File: src/design/jccr_pkg.sv
// constants, register map and types for the jack configuration control registers
package jccr_pkg;
  // ----------------------------------------
  // register map
  // ----------------------------------------
  localparam logic [7:0] JCCR_OFS_OVERRIDE = 8'h19;
  localparam logic [7:0] JCCR_OFS_PULSE = 8'h1A;
  localparam logic [7:0] JCCR_OFS_EN_PRI = 8'h1D;
  localparam logic [7:0] JCCR_OFS_EN_SEC = 8'h1E;
  localparam logic [6:0] JCCR_SLAVE_ADDR = 7'h40;
  // ----------------------------------------
  // field positions and masks
  // ----------------------------------------
  localparam int JCCR_FORCE_N_BIT = 5;
  localparam int JCCR_POWER_BIT = 7;
  localparam int JCCR_RESTART_BIT = 6;
  localparam int JCCR_MIC_BIAS_BIT = 4;
  localparam int JCCR_MIC_AMP_BIT = 3;
  localparam int JCCR_BUTTON_BIT = 2;
  localparam int JCCR_LEFT_BIT = 7;
  localparam int JCCR_RIGHT_BIT = 6;
  localparam int JCCR_SLEW_DIS_BIT = 5;
  localparam int JCCR_ZC_DIS_BIT = 4;
  localparam int JCCR_FAST_BIT = 3;
  localparam int JCCR_SUPPLY_BIT = 2;
  localparam logic [7:0] JCCR_MASK_OVERRIDE = 8'h3F;
  localparam logic [7:0] JCCR_MASK_PULSE = 8'h3F;
  localparam logic [7:0] JCCR_MASK_EN_PRI = 8'hDC;
  localparam logic [7:0] JCCR_MASK_EN_SEC = 8'hFF;
  // power and restart bits, and the auto mode field, stay writable in auto mode
  localparam logic [7:0] JCCR_MASK_PRI_AUTO = 8'hC0;
  localparam logic [7:0] JCCR_MASK_SEC_AUTO = 8'h03;
  // ----------------------------------------
  // values after reset
  // ----------------------------------------
  localparam logic [7:0] JCCR_RST_OVERRIDE = 8'h20;
  localparam logic [7:0] JCCR_RST_PULSE = 8'h00;
  localparam logic [7:0] JCCR_RST_EN_PRI = 8'h00;
  localparam logic [7:0] JCCR_RST_EN_SEC = 8'h30;
  // ----------------------------------------
  // auto mode codes
  // ----------------------------------------
  localparam logic [1:0] JCCR_AUTO_HOST = 2'h0;
  localparam logic [1:0] JCCR_AUTO_AFTER_ON = 2'h1;
  localparam logic [1:0] JCCR_AUTO_ALWAYS = 2'h2;
  // ----------------------------------------
  // analog settings in their own units
  // ----------------------------------------
  localparam logic [8:0] JCCR_WIDTH_FIXED_US = 9'h00A;
  localparam logic [8:0] JCCR_WIDTH_US_0 = 9'h032;
  localparam logic [8:0] JCCR_WIDTH_US_1 = 9'h064;
  localparam logic [8:0] JCCR_WIDTH_US_2 = 9'h096;
  localparam logic [8:0] JCCR_WIDTH_US_3 = 9'h12C;
  localparam logic [7:0] JCCR_AMP_A_MV_0 = 8'h19;
  localparam logic [7:0] JCCR_AMP_A_MV_1 = 8'h32;
  localparam logic [7:0] JCCR_AMP_A_MV_2 = 8'h64;
  localparam logic [7:0] JCCR_AMP_A_MV_3 = 8'hC8;
  localparam logic [7:0] JCCR_AMP_B_MV_0 = 8'h25;
  localparam logic [7:0] JCCR_AMP_B_MV_1 = 8'h4B;
  localparam logic [7:0] JCCR_AMP_B_MV_2 = 8'h96;
  localparam logic [7:0] JCCR_AMP_B_MV_3 = 8'hDC;
  localparam logic [11:0] JCCR_POLL_SLOW_MS = 12'h7D0;
  localparam logic [11:0] JCCR_POLL_FAST_MS = 12'h14D;
  localparam logic [7:0] JCCR_ZC_TIMEOUT_MS = 8'h64;
  // ----------------------------------------
  // serial engine states
  // ----------------------------------------
  typedef enum logic [2:0] {
    JCCR_ST_IDLE,
    JCCR_ST_ADDR,
    JCCR_ST_ADDR_ACK,
    JCCR_ST_RX,
    JCCR_ST_RX_ACK,
    JCCR_ST_TX,
    JCCR_ST_TX_ACK
  } jccr_state_t;
endpackage : jccr_pkg

File: src/design/jccr_pulse_decode.sv
// decodes the pulse test setup field into counts, widths and amplitudes
`timescale 1ns/1ps
module jccr_pulse_decode
  import jccr_pkg::*;
(
  // setup field
  input wire logic [7:0] pulse_setup,
  // decoded values
  output logic [3:0] pulse_count,
  output logic [8:0] width_us,
  output logic [8:0] width_fixed_us,
  output logic [7:0] amp_early_mv,
  output logic [7:0] amp_late_mv
);
  logic [1:0] cnt_sel;
  logic [1:0] wid_sel;
  logic [1:0] amp_sel;

  assign cnt_sel = pulse_setup[5:4];
  assign wid_sel = pulse_setup[3:2];
  assign amp_sel = pulse_setup[1:0];
  // 1, 3, 5, 7 pulses
  assign pulse_count = {1'b0, cnt_sel, 1'b1};
  assign width_fixed_us = JCCR_WIDTH_FIXED_US;

  always_comb
  begin
    case (wid_sel)
      2'h0: width_us = JCCR_WIDTH_US_0;
      2'h1: width_us = JCCR_WIDTH_US_1;
      2'h2: width_us = JCCR_WIDTH_US_2;
      default: width_us = JCCR_WIDTH_US_3;
    endcase
    case (amp_sel)
      2'h0:
      begin
        amp_early_mv = JCCR_AMP_A_MV_0;
        amp_late_mv = JCCR_AMP_B_MV_0;
      end
      2'h1:
      begin
        amp_early_mv = JCCR_AMP_A_MV_1;
        amp_late_mv = JCCR_AMP_B_MV_1;
      end
      2'h2:
      begin
        amp_early_mv = JCCR_AMP_A_MV_2;
        amp_late_mv = JCCR_AMP_B_MV_2;
      end
      default:
      begin
        amp_early_mv = JCCR_AMP_A_MV_3;
        amp_late_mv = JCCR_AMP_B_MV_3;
      end
    endcase
  end
endmodule : jccr_pulse_decode

File: src/design/jccr_regs.sv
// serial slave and control register bank for the jack configuration block
`timescale 1ns/1ps
module jccr_regs
  import jccr_pkg::*;
(
  // clock and reset
  input wire logic clk,
  input wire logic rst_n,
  // serial port
  input wire logic scl,
  input wire logic sda_in,
  output logic sda_out,
  output logic sda_oe_n,
  // detection engine status
  input wire logic detect_done,
  input wire logic [7:0] auto_pri_en,
  input wire logic [7:0] auto_sec_en,
  input wire logic [4:0] forced_blocks,
  // control outputs
  output logic power_on_ctl,
  output logic detect_restart,
  output logic force_active,
  output logic [4:0] force_code,
  output logic mic_bias_en,
  output logic mic_amp_en,
  output logic button_decoder_en,
  output logic left_channel_en,
  output logic right_channel_en,
  output logic gain_slew_en,
  output logic zero_cross_gate_en,
  output logic [11:0] poll_interval_ms,
  output logic [7:0] zero_cross_timeout_ms,
  output logic supply_switch_level_sel,
  output logic [1:0] auto_mode,
  output logic removal_sense_en,
  output logic [3:0] pulse_count,
  output logic [8:0] pulse_width_us,
  output logic [8:0] pulse_width_fixed_us,
  output logic [7:0] pulse_amp_early_mv,
  output logic [7:0] pulse_amp_late_mv
);
  // ----------------------------------------
  // bus line edge detection
  // ----------------------------------------
  logic scl_q, scl_d, sda_q, sda_d;
  logic scl_rise, scl_fall, start_ev, stop_ev;

  assign scl_d = scl;
  assign sda_d = sda_in;
  assign scl_rise = scl & ~scl_q;
  assign scl_fall = ~scl & scl_q;
  assign start_ev = scl & scl_q & sda_q & ~sda_in;
  assign stop_ev = scl & scl_q & ~sda_q & sda_in;

  // ----------------------------------------
  // serial engine
  // ----------------------------------------
  jccr_state_t st_q, st_d;
  logic [7:0] sh_q, sh_d, ptr_q, ptr_d;
  logic [3:0] bit_q, bit_d;
  logic ptr_set_q, ptr_set_d, oe_q, oe_d, seen_start_q, seen_start_d;
  logic wr_stb;
  logic [7:0] rd_data;
  logic [7:0] ovr_q, ovr_d, pls_q, pls_d, pri_q, pri_d, sec_q, sec_d;
  logic [7:0] pri_rd, sec_rd;
  logic auto_on;

  always_comb
  begin
    st_d = st_q;
    sh_d = sh_q;
    ptr_d = ptr_q;
    bit_d = bit_q;
    ptr_set_d = ptr_set_q;
    oe_d = oe_q;
    wr_stb = 1'b0;
    // a stop in the same high pulse as a start is not honoured
    seen_start_d = scl ? seen_start_q : 1'b0;
    if (start_ev)
    begin
      // repeated start keeps the session, only restarts the byte
      st_d = JCCR_ST_ADDR;
      bit_d = 4'h0;
      oe_d = 1'b0;
      seen_start_d = 1'b1;
    end
    else if (stop_ev && !seen_start_q)
    begin
      st_d = JCCR_ST_IDLE;
      oe_d = 1'b0;
    end
    else
    begin
      case (st_q)
        JCCR_ST_IDLE: oe_d = 1'b0;
        JCCR_ST_ADDR, JCCR_ST_RX:
        begin
          if (scl_rise)
          begin
            sh_d = {sh_q[6:0], sda_in};
            bit_d = bit_q + 4'h1;
          end
          if (scl_fall && bit_q == 4'h8)
          begin
            bit_d = 4'h0;
            if (st_q == JCCR_ST_ADDR)
            begin
              if (sh_q[7:1] == JCCR_SLAVE_ADDR)
              begin
                oe_d = 1'b1;
                st_d = JCCR_ST_ADDR_ACK;
                ptr_set_d = sh_q[0] ? ptr_set_q : 1'b0;
              end
              else
                st_d = JCCR_ST_IDLE;
            end
            else
            begin
              oe_d = 1'b1;
              st_d = JCCR_ST_RX_ACK;
              if (!ptr_set_q)
              begin
                ptr_d = sh_q;
                ptr_set_d = 1'b1;
              end
              else
              begin
                wr_stb = 1'b1;
                ptr_d = ptr_q + 8'h01;
              end
            end
          end
        end
        JCCR_ST_ADDR_ACK:
          if (scl_fall)
          begin
            if (sh_q[0])
            begin
              st_d = JCCR_ST_TX;
              sh_d = rd_data;
              oe_d = ~rd_data[7];
            end
            else
            begin
              st_d = JCCR_ST_RX;
              oe_d = 1'b0;
            end
          end
        JCCR_ST_RX_ACK:
          if (scl_fall)
          begin
            st_d = JCCR_ST_RX;
            oe_d = 1'b0;
          end
        JCCR_ST_TX:
        begin
          if (scl_rise)
            bit_d = bit_q + 4'h1;
          if (scl_fall)
          begin
            if (bit_q == 4'h8)
            begin
              bit_d = 4'h0;
              oe_d = 1'b0;
              st_d = JCCR_ST_TX_ACK;
              ptr_d = ptr_q + 8'h01;
            end
            else
            begin
              sh_d = {sh_q[6:0], 1'b0};
              oe_d = ~sh_q[6];
            end
          end
        end
        JCCR_ST_TX_ACK:
        begin
          // master nack releases the line until stop
          if (scl_rise && sda_in)
            st_d = JCCR_ST_IDLE;
          else if (scl_fall)
          begin
            st_d = JCCR_ST_TX;
            sh_d = rd_data;
            oe_d = ~rd_data[7];
          end
        end
        default: st_d = JCCR_ST_IDLE;
      endcase
    end
  end

  // ----------------------------------------
  // register bank
  // ----------------------------------------
  assign auto_on = sec_q[1:0] == JCCR_AUTO_AFTER_ON || sec_q[1:0] == JCCR_AUTO_ALWAYS;
  // in auto mode block enables report what the device chose
  assign pri_rd = auto_on ? ((pri_q & JCCR_MASK_PRI_AUTO) | (auto_pri_en & ~JCCR_MASK_PRI_AUTO & JCCR_MASK_EN_PRI))
                          : pri_q;
  assign sec_rd = auto_on ? ((sec_q & ~8'hC0) | (auto_sec_en & 8'hC0)) : sec_q;

  always_comb
  begin
    case (ptr_q)
      JCCR_OFS_OVERRIDE: rd_data = ovr_q;
      JCCR_OFS_PULSE: rd_data = pls_q;
      JCCR_OFS_EN_PRI: rd_data = pri_rd;
      JCCR_OFS_EN_SEC: rd_data = sec_rd;
      default: rd_data = 8'h00;
    endcase
  end

  always_comb
  begin
    ovr_d = ovr_q;
    pls_d = pls_q;
    pri_d = pri_q;
    sec_d = sec_q;
    if (wr_stb)
    begin
      case (ptr_q)
        JCCR_OFS_OVERRIDE: ovr_d = sh_q & JCCR_MASK_OVERRIDE;
        JCCR_OFS_PULSE: pls_d = sh_q & JCCR_MASK_PULSE;
        JCCR_OFS_EN_PRI:
          if (auto_on)
            pri_d = (pri_q & ~JCCR_MASK_PRI_AUTO) | (sh_q & JCCR_MASK_PRI_AUTO);
          else
            pri_d = sh_q & JCCR_MASK_EN_PRI;
        JCCR_OFS_EN_SEC:
          if (auto_on)
            sec_d = (sec_q & ~JCCR_MASK_SEC_AUTO) | (sh_q & JCCR_MASK_SEC_AUTO);
          else
            sec_d = sh_q & JCCR_MASK_EN_SEC;
        default: ;
      endcase
    end
  end

  // ----------------------------------------
  // restart sequence low, high, low
  // ----------------------------------------
  logic rst_armed_q, rst_armed_d, restart_q, restart_d;

  always_comb
  begin
    rst_armed_d = rst_armed_q;
    restart_d = 1'b0;
    if (pri_q[JCCR_RESTART_BIT])
      rst_armed_d = 1'b1;
    else if (rst_armed_q)
    begin
      rst_armed_d = 1'b0;
      restart_d = 1'b1;
    end
  end

  always_ff @(posedge clk)
  begin
    if (!rst_n)
    begin
      scl_q <= 1'b1;
      sda_q <= 1'b1;
      st_q <= JCCR_ST_IDLE;
      sh_q <= 8'h00;
      ptr_q <= 8'h00;
      bit_q <= 4'h0;
      ptr_set_q <= 1'b0;
      oe_q <= 1'b0;
      seen_start_q <= 1'b0;
      ovr_q <= JCCR_RST_OVERRIDE;
      pls_q <= JCCR_RST_PULSE;
      pri_q <= JCCR_RST_EN_PRI;
      sec_q <= JCCR_RST_EN_SEC;
      rst_armed_q <= 1'b0;
      restart_q <= 1'b0;
    end
    else
    begin
      scl_q <= scl_d;
      sda_q <= sda_d;
      st_q <= st_d;
      sh_q <= sh_d;
      ptr_q <= ptr_d;
      bit_q <= bit_d;
      ptr_set_q <= ptr_set_d;
      oe_q <= oe_d;
      seen_start_q <= seen_start_d;
      ovr_q <= ovr_d;
      pls_q <= pls_d;
      pri_q <= pri_d;
      sec_q <= sec_d;
      rst_armed_q <= rst_armed_d;
      restart_q <= restart_d;
    end
  end

  // ----------------------------------------
  // outputs
  // ----------------------------------------
  // open drain: only ever pulls low
  assign sda_out = 1'b0;
  assign sda_oe_n = ~oe_q;
  assign detect_restart = restart_q;
  assign power_on_ctl = pri_q[JCCR_POWER_BIT];
  assign force_active = ~ovr_q[JCCR_FORCE_N_BIT];
  assign force_code = ovr_q[4:0];
  // forcing turns needed blocks on regardless of enable registers
  assign mic_bias_en = force_active ? forced_blocks[4] : pri_rd[JCCR_MIC_BIAS_BIT];
  assign mic_amp_en = force_active ? forced_blocks[3] : pri_rd[JCCR_MIC_AMP_BIT];
  assign button_decoder_en = force_active ? forced_blocks[2] : pri_rd[JCCR_BUTTON_BIT];
  assign left_channel_en = force_active ? forced_blocks[1] : sec_rd[JCCR_LEFT_BIT];
  assign right_channel_en = force_active ? forced_blocks[0] : sec_rd[JCCR_RIGHT_BIT];
  assign gain_slew_en = ~sec_q[JCCR_SLEW_DIS_BIT];
  assign zero_cross_gate_en = ~sec_q[JCCR_ZC_DIS_BIT];
  assign zero_cross_timeout_ms = JCCR_ZC_TIMEOUT_MS;
  assign poll_interval_ms = sec_q[JCCR_FAST_BIT] ? JCCR_POLL_FAST_MS : JCCR_POLL_SLOW_MS;
  assign supply_switch_level_sel = sec_q[JCCR_SUPPLY_BIT];
  assign auto_mode = sec_q[1:0];
  assign removal_sense_en = detect_done & (mic_bias_en | left_channel_en | right_channel_en);

  jccr_pulse_decode u_decode (
    .pulse_setup(pls_q),
    .pulse_count(pulse_count),
    .width_us(pulse_width_us),
    .width_fixed_us(pulse_width_fixed_us),
    .amp_early_mv(pulse_amp_early_mv),
    .amp_late_mv(pulse_amp_late_mv)
  );
endmodule : jccr_regs

File: config.mk
export PLATFORM = sky130hd
export DESIGN_NAME = jccr_regs
export DESIGN_NICKNAME = d
export VERILOG_FILES = /design/src/design/jccr_pkg.sv /design/src/design/jccr_pulse_decode.sv /design/src/design/jccr_regs.sv
export SDC_FILE = /design/constraint.sdc
export NUM_CORES = 1
export LEC_CHECK = 0
export ABC_CLOCK_PERIOD_IN_PS = 1770
export BUFFER_PORTS_ARGS = -buffer_cell sky130_fd_sc_hd__buf_4
export CAP_MARGIN = 30
export CORE_MARGIN = 4
export CORE_UTILIZATION = 48
export CTS_CLUSTER_SIZE = 14
export DETAILED_ROUTE_END_ITERATION = 12
export GPL_TIMING_DRIVEN = 0
export PLACE_DENSITY = 0.84
export SETUP_SLACK_MARGIN = 0.4
export SKIP_LAST_GASP = 1
export SLEW_MARGIN = 20
export SYNTH_ARGS = -nofsm -noshare
export SYNTH_HDL_FRONTEND = slang
export SYNTH_SLANG_ARGS = --single-unit
File: constraint.sdc
create_clock -name clk -period 1.77 [get_ports clk]
set_input_delay 0.2655 -clock clk [delete_from_list [all_inputs] [get_ports clk]]
set_output_delay 0.2655 -clock clk [all_outputs]
set_load 0.03 [all_outputs]
==> Word level (Yosys, flattened, before mapping) <==
Cells that the tools add are included.
{ "word_totals": {"regBits": 58, "latch_bits": 0, "mem_bits_rw": 0, "romBits": 0, "inputBits": 26, "output_inout_bits": 79, "elab_cells": 185, "n_memories": 0} }
{ "classes": {"add_sub_neg": 2, "multipliers": 0, "n_div": 0, "order_cmp": 0, "eq_ne": 41, "shifts": 0, "muxes": 70, "bitwise_logic": 28, "reduce_logical": 27} }
{ "ops": {"columns": ["cell", "n"], "rows": [
  ["8-bit 2-to-1 mux", 16],
  ["8-bit case mux with 4 select lines", 2],
  ["8-bit case mux with 3 select lines", 2],
  ["8-bit by 5-bit == test with 1-bit output, second input constant", 4],
  ["1-bit 2-to-1 mux", 30],
  ["3-bit 2-to-1 mux", 9],
  ["9-bit case mux with 3 select lines", 1],
  ["2-bit inequality test, second input constant", 12],
  ["7-bit AND reduction", 3],
  ["4-bit inequality test, second input constant", 5],
  ["3-bit case mux with 6 select lines", 1],
  ["4-bit 2-to-1 mux", 4],
  ["6-bit by 8-bit OR with 8-bit output", 2],
  ["8-bit case mux with 2 select lines", 1],
  ["1-bit NOT", 14],
  ["11-bit 2-to-1 mux", 1],
  ["10-bit AND reduction", 1],
  ["2-bit AND reduction", 5],
  ["3-bit == test, second input constant", 3],
  ["3-bit inequality test, second input constant", 3],
  ["9-bit AND reduction", 1],
  ["8-bit by 1-bit adder with 8-bit output, second input constant", 1],
  ["1-bit bitwise AND", 8],
  ["8-bit by 2-bit OR with 8-bit output", 1],
  ["other kinds (26)", 38]
]} }

==> Longest topological paths before layout <==
{ "depth": {"ltp_word": 8, "depth_mapped": 9, "depth_no_buf": 7} }

==> Modules after synthesis <==
Synthesis repeated with hierarchy kept, for this count alone.
{ "hier_totals": {"hier_cells": 468, "area_unflattened_um2": 3703.6} }
{ "by_module_without_submodules": {"columns": ["mod", "instances", "cells_per_inst", "area_each_um2"], "rows": [
  ["jccr_regs", 1, 426, 3392.0],
  ["jccr_pulse_decode", 1, 42, 311.5]
]} }

==> Worst setup path after synthesis <==
No wires, ideal clock.
{ "synth_timing": {"path_type": "reg2reg", "startpoint": "register bit_q[0]", "endpoint": "register sh_q[6]", "setup_ns": 0.059, "arrival_ns": 1.893, "slack_ns": -0.182, "stages_incl_launch_ff": 10, "n_path_buf": 2, "cell_sequence": "dfxtp_1 -> inv_1 -> ha_1 -> and3b_1 -> buf_2 -> o2bb2ai_1 -> a311oi_4 -> and2_1 -> buf_4 -> a41o_1"} }
{ "synth_via": {"elab_chain_cells": 3} }
{ "synth_rtl": {"columns": ["item", "line", "source"], "rows": [
  ["start, declared", "jccr_regs.sv:60", "logic [3:0] bit_q, bit_d;"],
  ["start signal, assigned", "jccr_regs.sv:283", "bit_q <= bit_d;"],
  ["4-bit == test", "jccr_regs.sv:161", "if (bit_q == 4'h8)"],
  ["2-bit inequality test (no line)", null, null],
  ["10-bit AND reduction (no line)", null, null],
  ["end signal, assigned", "jccr_regs.sv:263", "sh_q <= 8'h00;"],
  ["end signal, assigned", "jccr_regs.sv:281", "sh_q <= sh_d;"],
  ["end, declared", "jccr_regs.sv:59", "logic [7:0] sh_q, sh_d, ptr_q, ptr_d;"]
]} }
Every way passes these cells.
A chain may end at the register's enable or synchronous reset.

==> out/summary.txt <==
Die Height - 95.2 um
first-pass GRT wire length - 18.5 mm
area share of the largest cell type after synthesis - 0.302
number of global-route vias before repair - 3718
share of final-layout standard cells stronger than drive strength 1 - 0.518
I/O Pins - 105
count of state elements after synthesis - 55
insertion delay of the later-clocked pin in the worst-skew pair - 320 ps
post-synthesis async set-or-reset flop share - 0
fraction of the cycle the final worst path needs - 1.21
Remaining Overflow, GRT - 0
total power - 2.26 mW
Detailed Routing Iterations Pass 1 - 5
effective utilization at floorplan - 0.497
post-synthesis to final-layout area growth - 60.9%
largest area contributor in the netlist - dfxtp_1
dominant synthesized flop cell - dfxtp_1
Final Hold Slack - 185 ps
Core Rows - 31
antenna violations before repair - 0
final design area excluding fillers - 0.00587 mm2
gr usage total - 0.263
Total Wirelength - 14.1 mm
area post-placement - 0.00459 mm2
P_leak - 2.40 nW
via-per-instance ratio - 5.82
number of buffers on the longest clock path - 2
RePlAce Congestion - 0.918
Routed met1 length - 5.11 mm
Post-Syn Instances - 464
net count reported at finish - 660
largest driver fanout on the critical path - 5
core region area - 0.00733 mm2
Met3 Routed Length - 1.32 mm
# fillers - 420
Post-Syn Area per Cell - 7.86 um2
VDD IR-drop max - 0.359 mV
number of endpoints failing setup at the final stage - 51
number of clock buffers inserted by TritonCTS - 5
wire length per cell - 19.5 um
WP data arrival - 1880 ps
Slew @ Worst Pin - 699 ps
unrepaired setup endpoints after global routing - true
met2 wire length - 6.93 mm
worst setup margin - -374 ps
HPWL after detailed placement - 7.37 mm
final slew viol count - 0
maximum frequency from static timing analysis - 466 MHz
maximum level of the CTS H-tree - 2
Hold Vio Cnt, Final - 0
most instantiated cells after synthesis - 55 x dfxtp_1, 53 x nand2_1, 50 x buf_4
die outline width - 95.2 um
Detail Route Antenna Nets - 0
largest net degree at the start of global routing - 19
total of warnings raised by yosys - 0
count of buffers inserted at the top-level ports - 65
outcome - complete, but fails checks
Diodes inserted - 0
number of flops mapped to enable cells by yosys - 0
netlist area before placement - 0.00365 mm2
kind of start point of the critical path - flip-flop
min Tclk post-route - 2140 ps
count of routing violations after the opening detailed-route iteration - 391
Worst Hold Class - in2reg
top cells by area, synth - dfxtp_1 30%, buf_4 10%, mux2i_1 5.5%
power density of the placed cells - 385 mW/mm2
post-route DRC violation count - 0
clock slew at reported path FFs - 110 ps
Rel. slew slack - 0.534
CP Data Required Time - 1500 ps
TritonCTS clock tree - yes
sequential share of the synthesized area - 0.302
total number of vias - 4211
Max Clock Skew - 10.7 ps
most repeated cell in the gate-level netlist after synthesis - dfxtp_1
CP endpoint kind - primary output
critical setup path kind - reg2out
master cell of the clock root buffer - clkbuf_8
full die area - 0.00905 mm2
post-placement worst setup slack - -253 ps
maxcap violations - 0
count of different cell masters after synthesis - 60
violations in the final reports - setup timing
uppermost routed layer - met4
Sink Count - 55
## cell type report
class | instances | area, um2 | area share
Sequential cell | 55 | 1150 | 0.197
Timing Repair Buffer | 129 | 1240 | 0.211
Tap cell | 99 | 124 | 0.0211
Inverter | 19 | 78.8 | 0.0134
Clock buffer | 5 | 68.8 | 0.0117
Clock inverter | 3 | 23.8 | 0.00405
Multi-Input combinational cell | 336 | 2590 | 0.442
Buffer | 78 | 588 | 0.100
## sequential cells by signal, summed over array words and instances (netlist names)
| name | cells |
|---|---|
| sec_q | 8 |
| ovr_q | 6 |
| scl_q | 1 |
| sda_q | 1 |
| seen_start_q | 1 |
| ptr_q | 8 |
| pls_q | 6 |
| detect_restart | 1 |
| ptr_set_q | 1 |
| oe_q | 1 |
| st_q | 3 |
| pri_q | 5 |
| bit_q | 4 |
| sh_q | 8 |
| rst_armed_q | 1 |
## stage by stage
stage	utilization	TNS (ps)	instances
global route	0.800	-10080	724
detailed placement	0.626	-5940	652
CTS	0.746	-3330	704
finish	0.800	-6900	724
floorplan	-	-113	488
global placement	0.626	-4530	652
## worst max-delay path, cell delays in order, from the launching register on
cell and delay (ps):
dfxtp_4 400, xor2_4 170, buf_12 150, mux2i_4 280, a21oi_2 100, o31a_1 320
buf_6 140
## final timing paths
| kind | to | depth (start not counted) | from | slack (ps) |
|---|---|---|---|---|
| setup / recovery | removal_sense_en | 6 | sec_q[0] | -370 |
| setup reg to reg | ovr_q[1] | 8 | ptr_q[1] | -220 |
| hold / removal | scl_q | 2 | scl | 190 |
| hold reg to reg | detect_restart | 2 | rst_armed_q | 460 |
## placed cells by master, fill, tap and decap left out, types with 6 or more instances in the layout
cell type | Yosys | final
a21oi_1 | 36 | 22
a21oi_2 | 0 | 10
buf_4 | 50 | 114
buf_6 | 2 | 68
clkbuf_1 | 20 | 10
clkbuf_2 | 0 | 6
conb_1 | 2 | 26
dfxtp_1 | 55 | 36
dfxtp_2 | 0 | 7
dfxtp_4 | 0 | 12
ha_4 | 0 | 6
inv_1 | 19 | 10
inv_2 | 0 | 7
mux2i_1 | 20 | 12
nand2_1 | 53 | 49
nand2b_1 | 6 | 6
nand3_1 | 14 | 7
nor2_1 | 32 | 26
nor3_1 | 9 | 6
o21ai_0 | 30 | 14
o21ai_1 | 1 | 10
o21ai_2 | 0 | 7
## layer usage
layer / GRT usage / vias up
li1: - / 1860
met2: 0.468 / 283
met1: 0.310 / 1979
met4: 0.117 / 0
met3: 0.0395 / 89
met5: 0 / -
## logic make-up after synthesis
kind of cell             synth area share
AO/OA/AOI/OAI                       0.211
XOR/XNOR                           0.0141
adder cells (fa/ha/maj)            0.0343
buffers and inverters               0.158
flip-flops                          0.302
multiplexers                       0.0549
other                             0.00206
AND/OR/NAND/NOR                     0.224
## timing repair
action                                  4_1_cts  5_1_grt
hold buffers                                  0        0
setup buffers                                44       20
gates resized for setup                     119       73
endpoints found under the setup margin       79       83
pin swaps                                    35       25
## power by group
part	switching (mW)	total, mW	internal (mW)
Clock	0.450	0.737	0.287
Sequential	0.0108	1.24	1.23
Combinational	0.178	0.284	0.106
No activity file was read; power rests on OpenSTA's default activity.
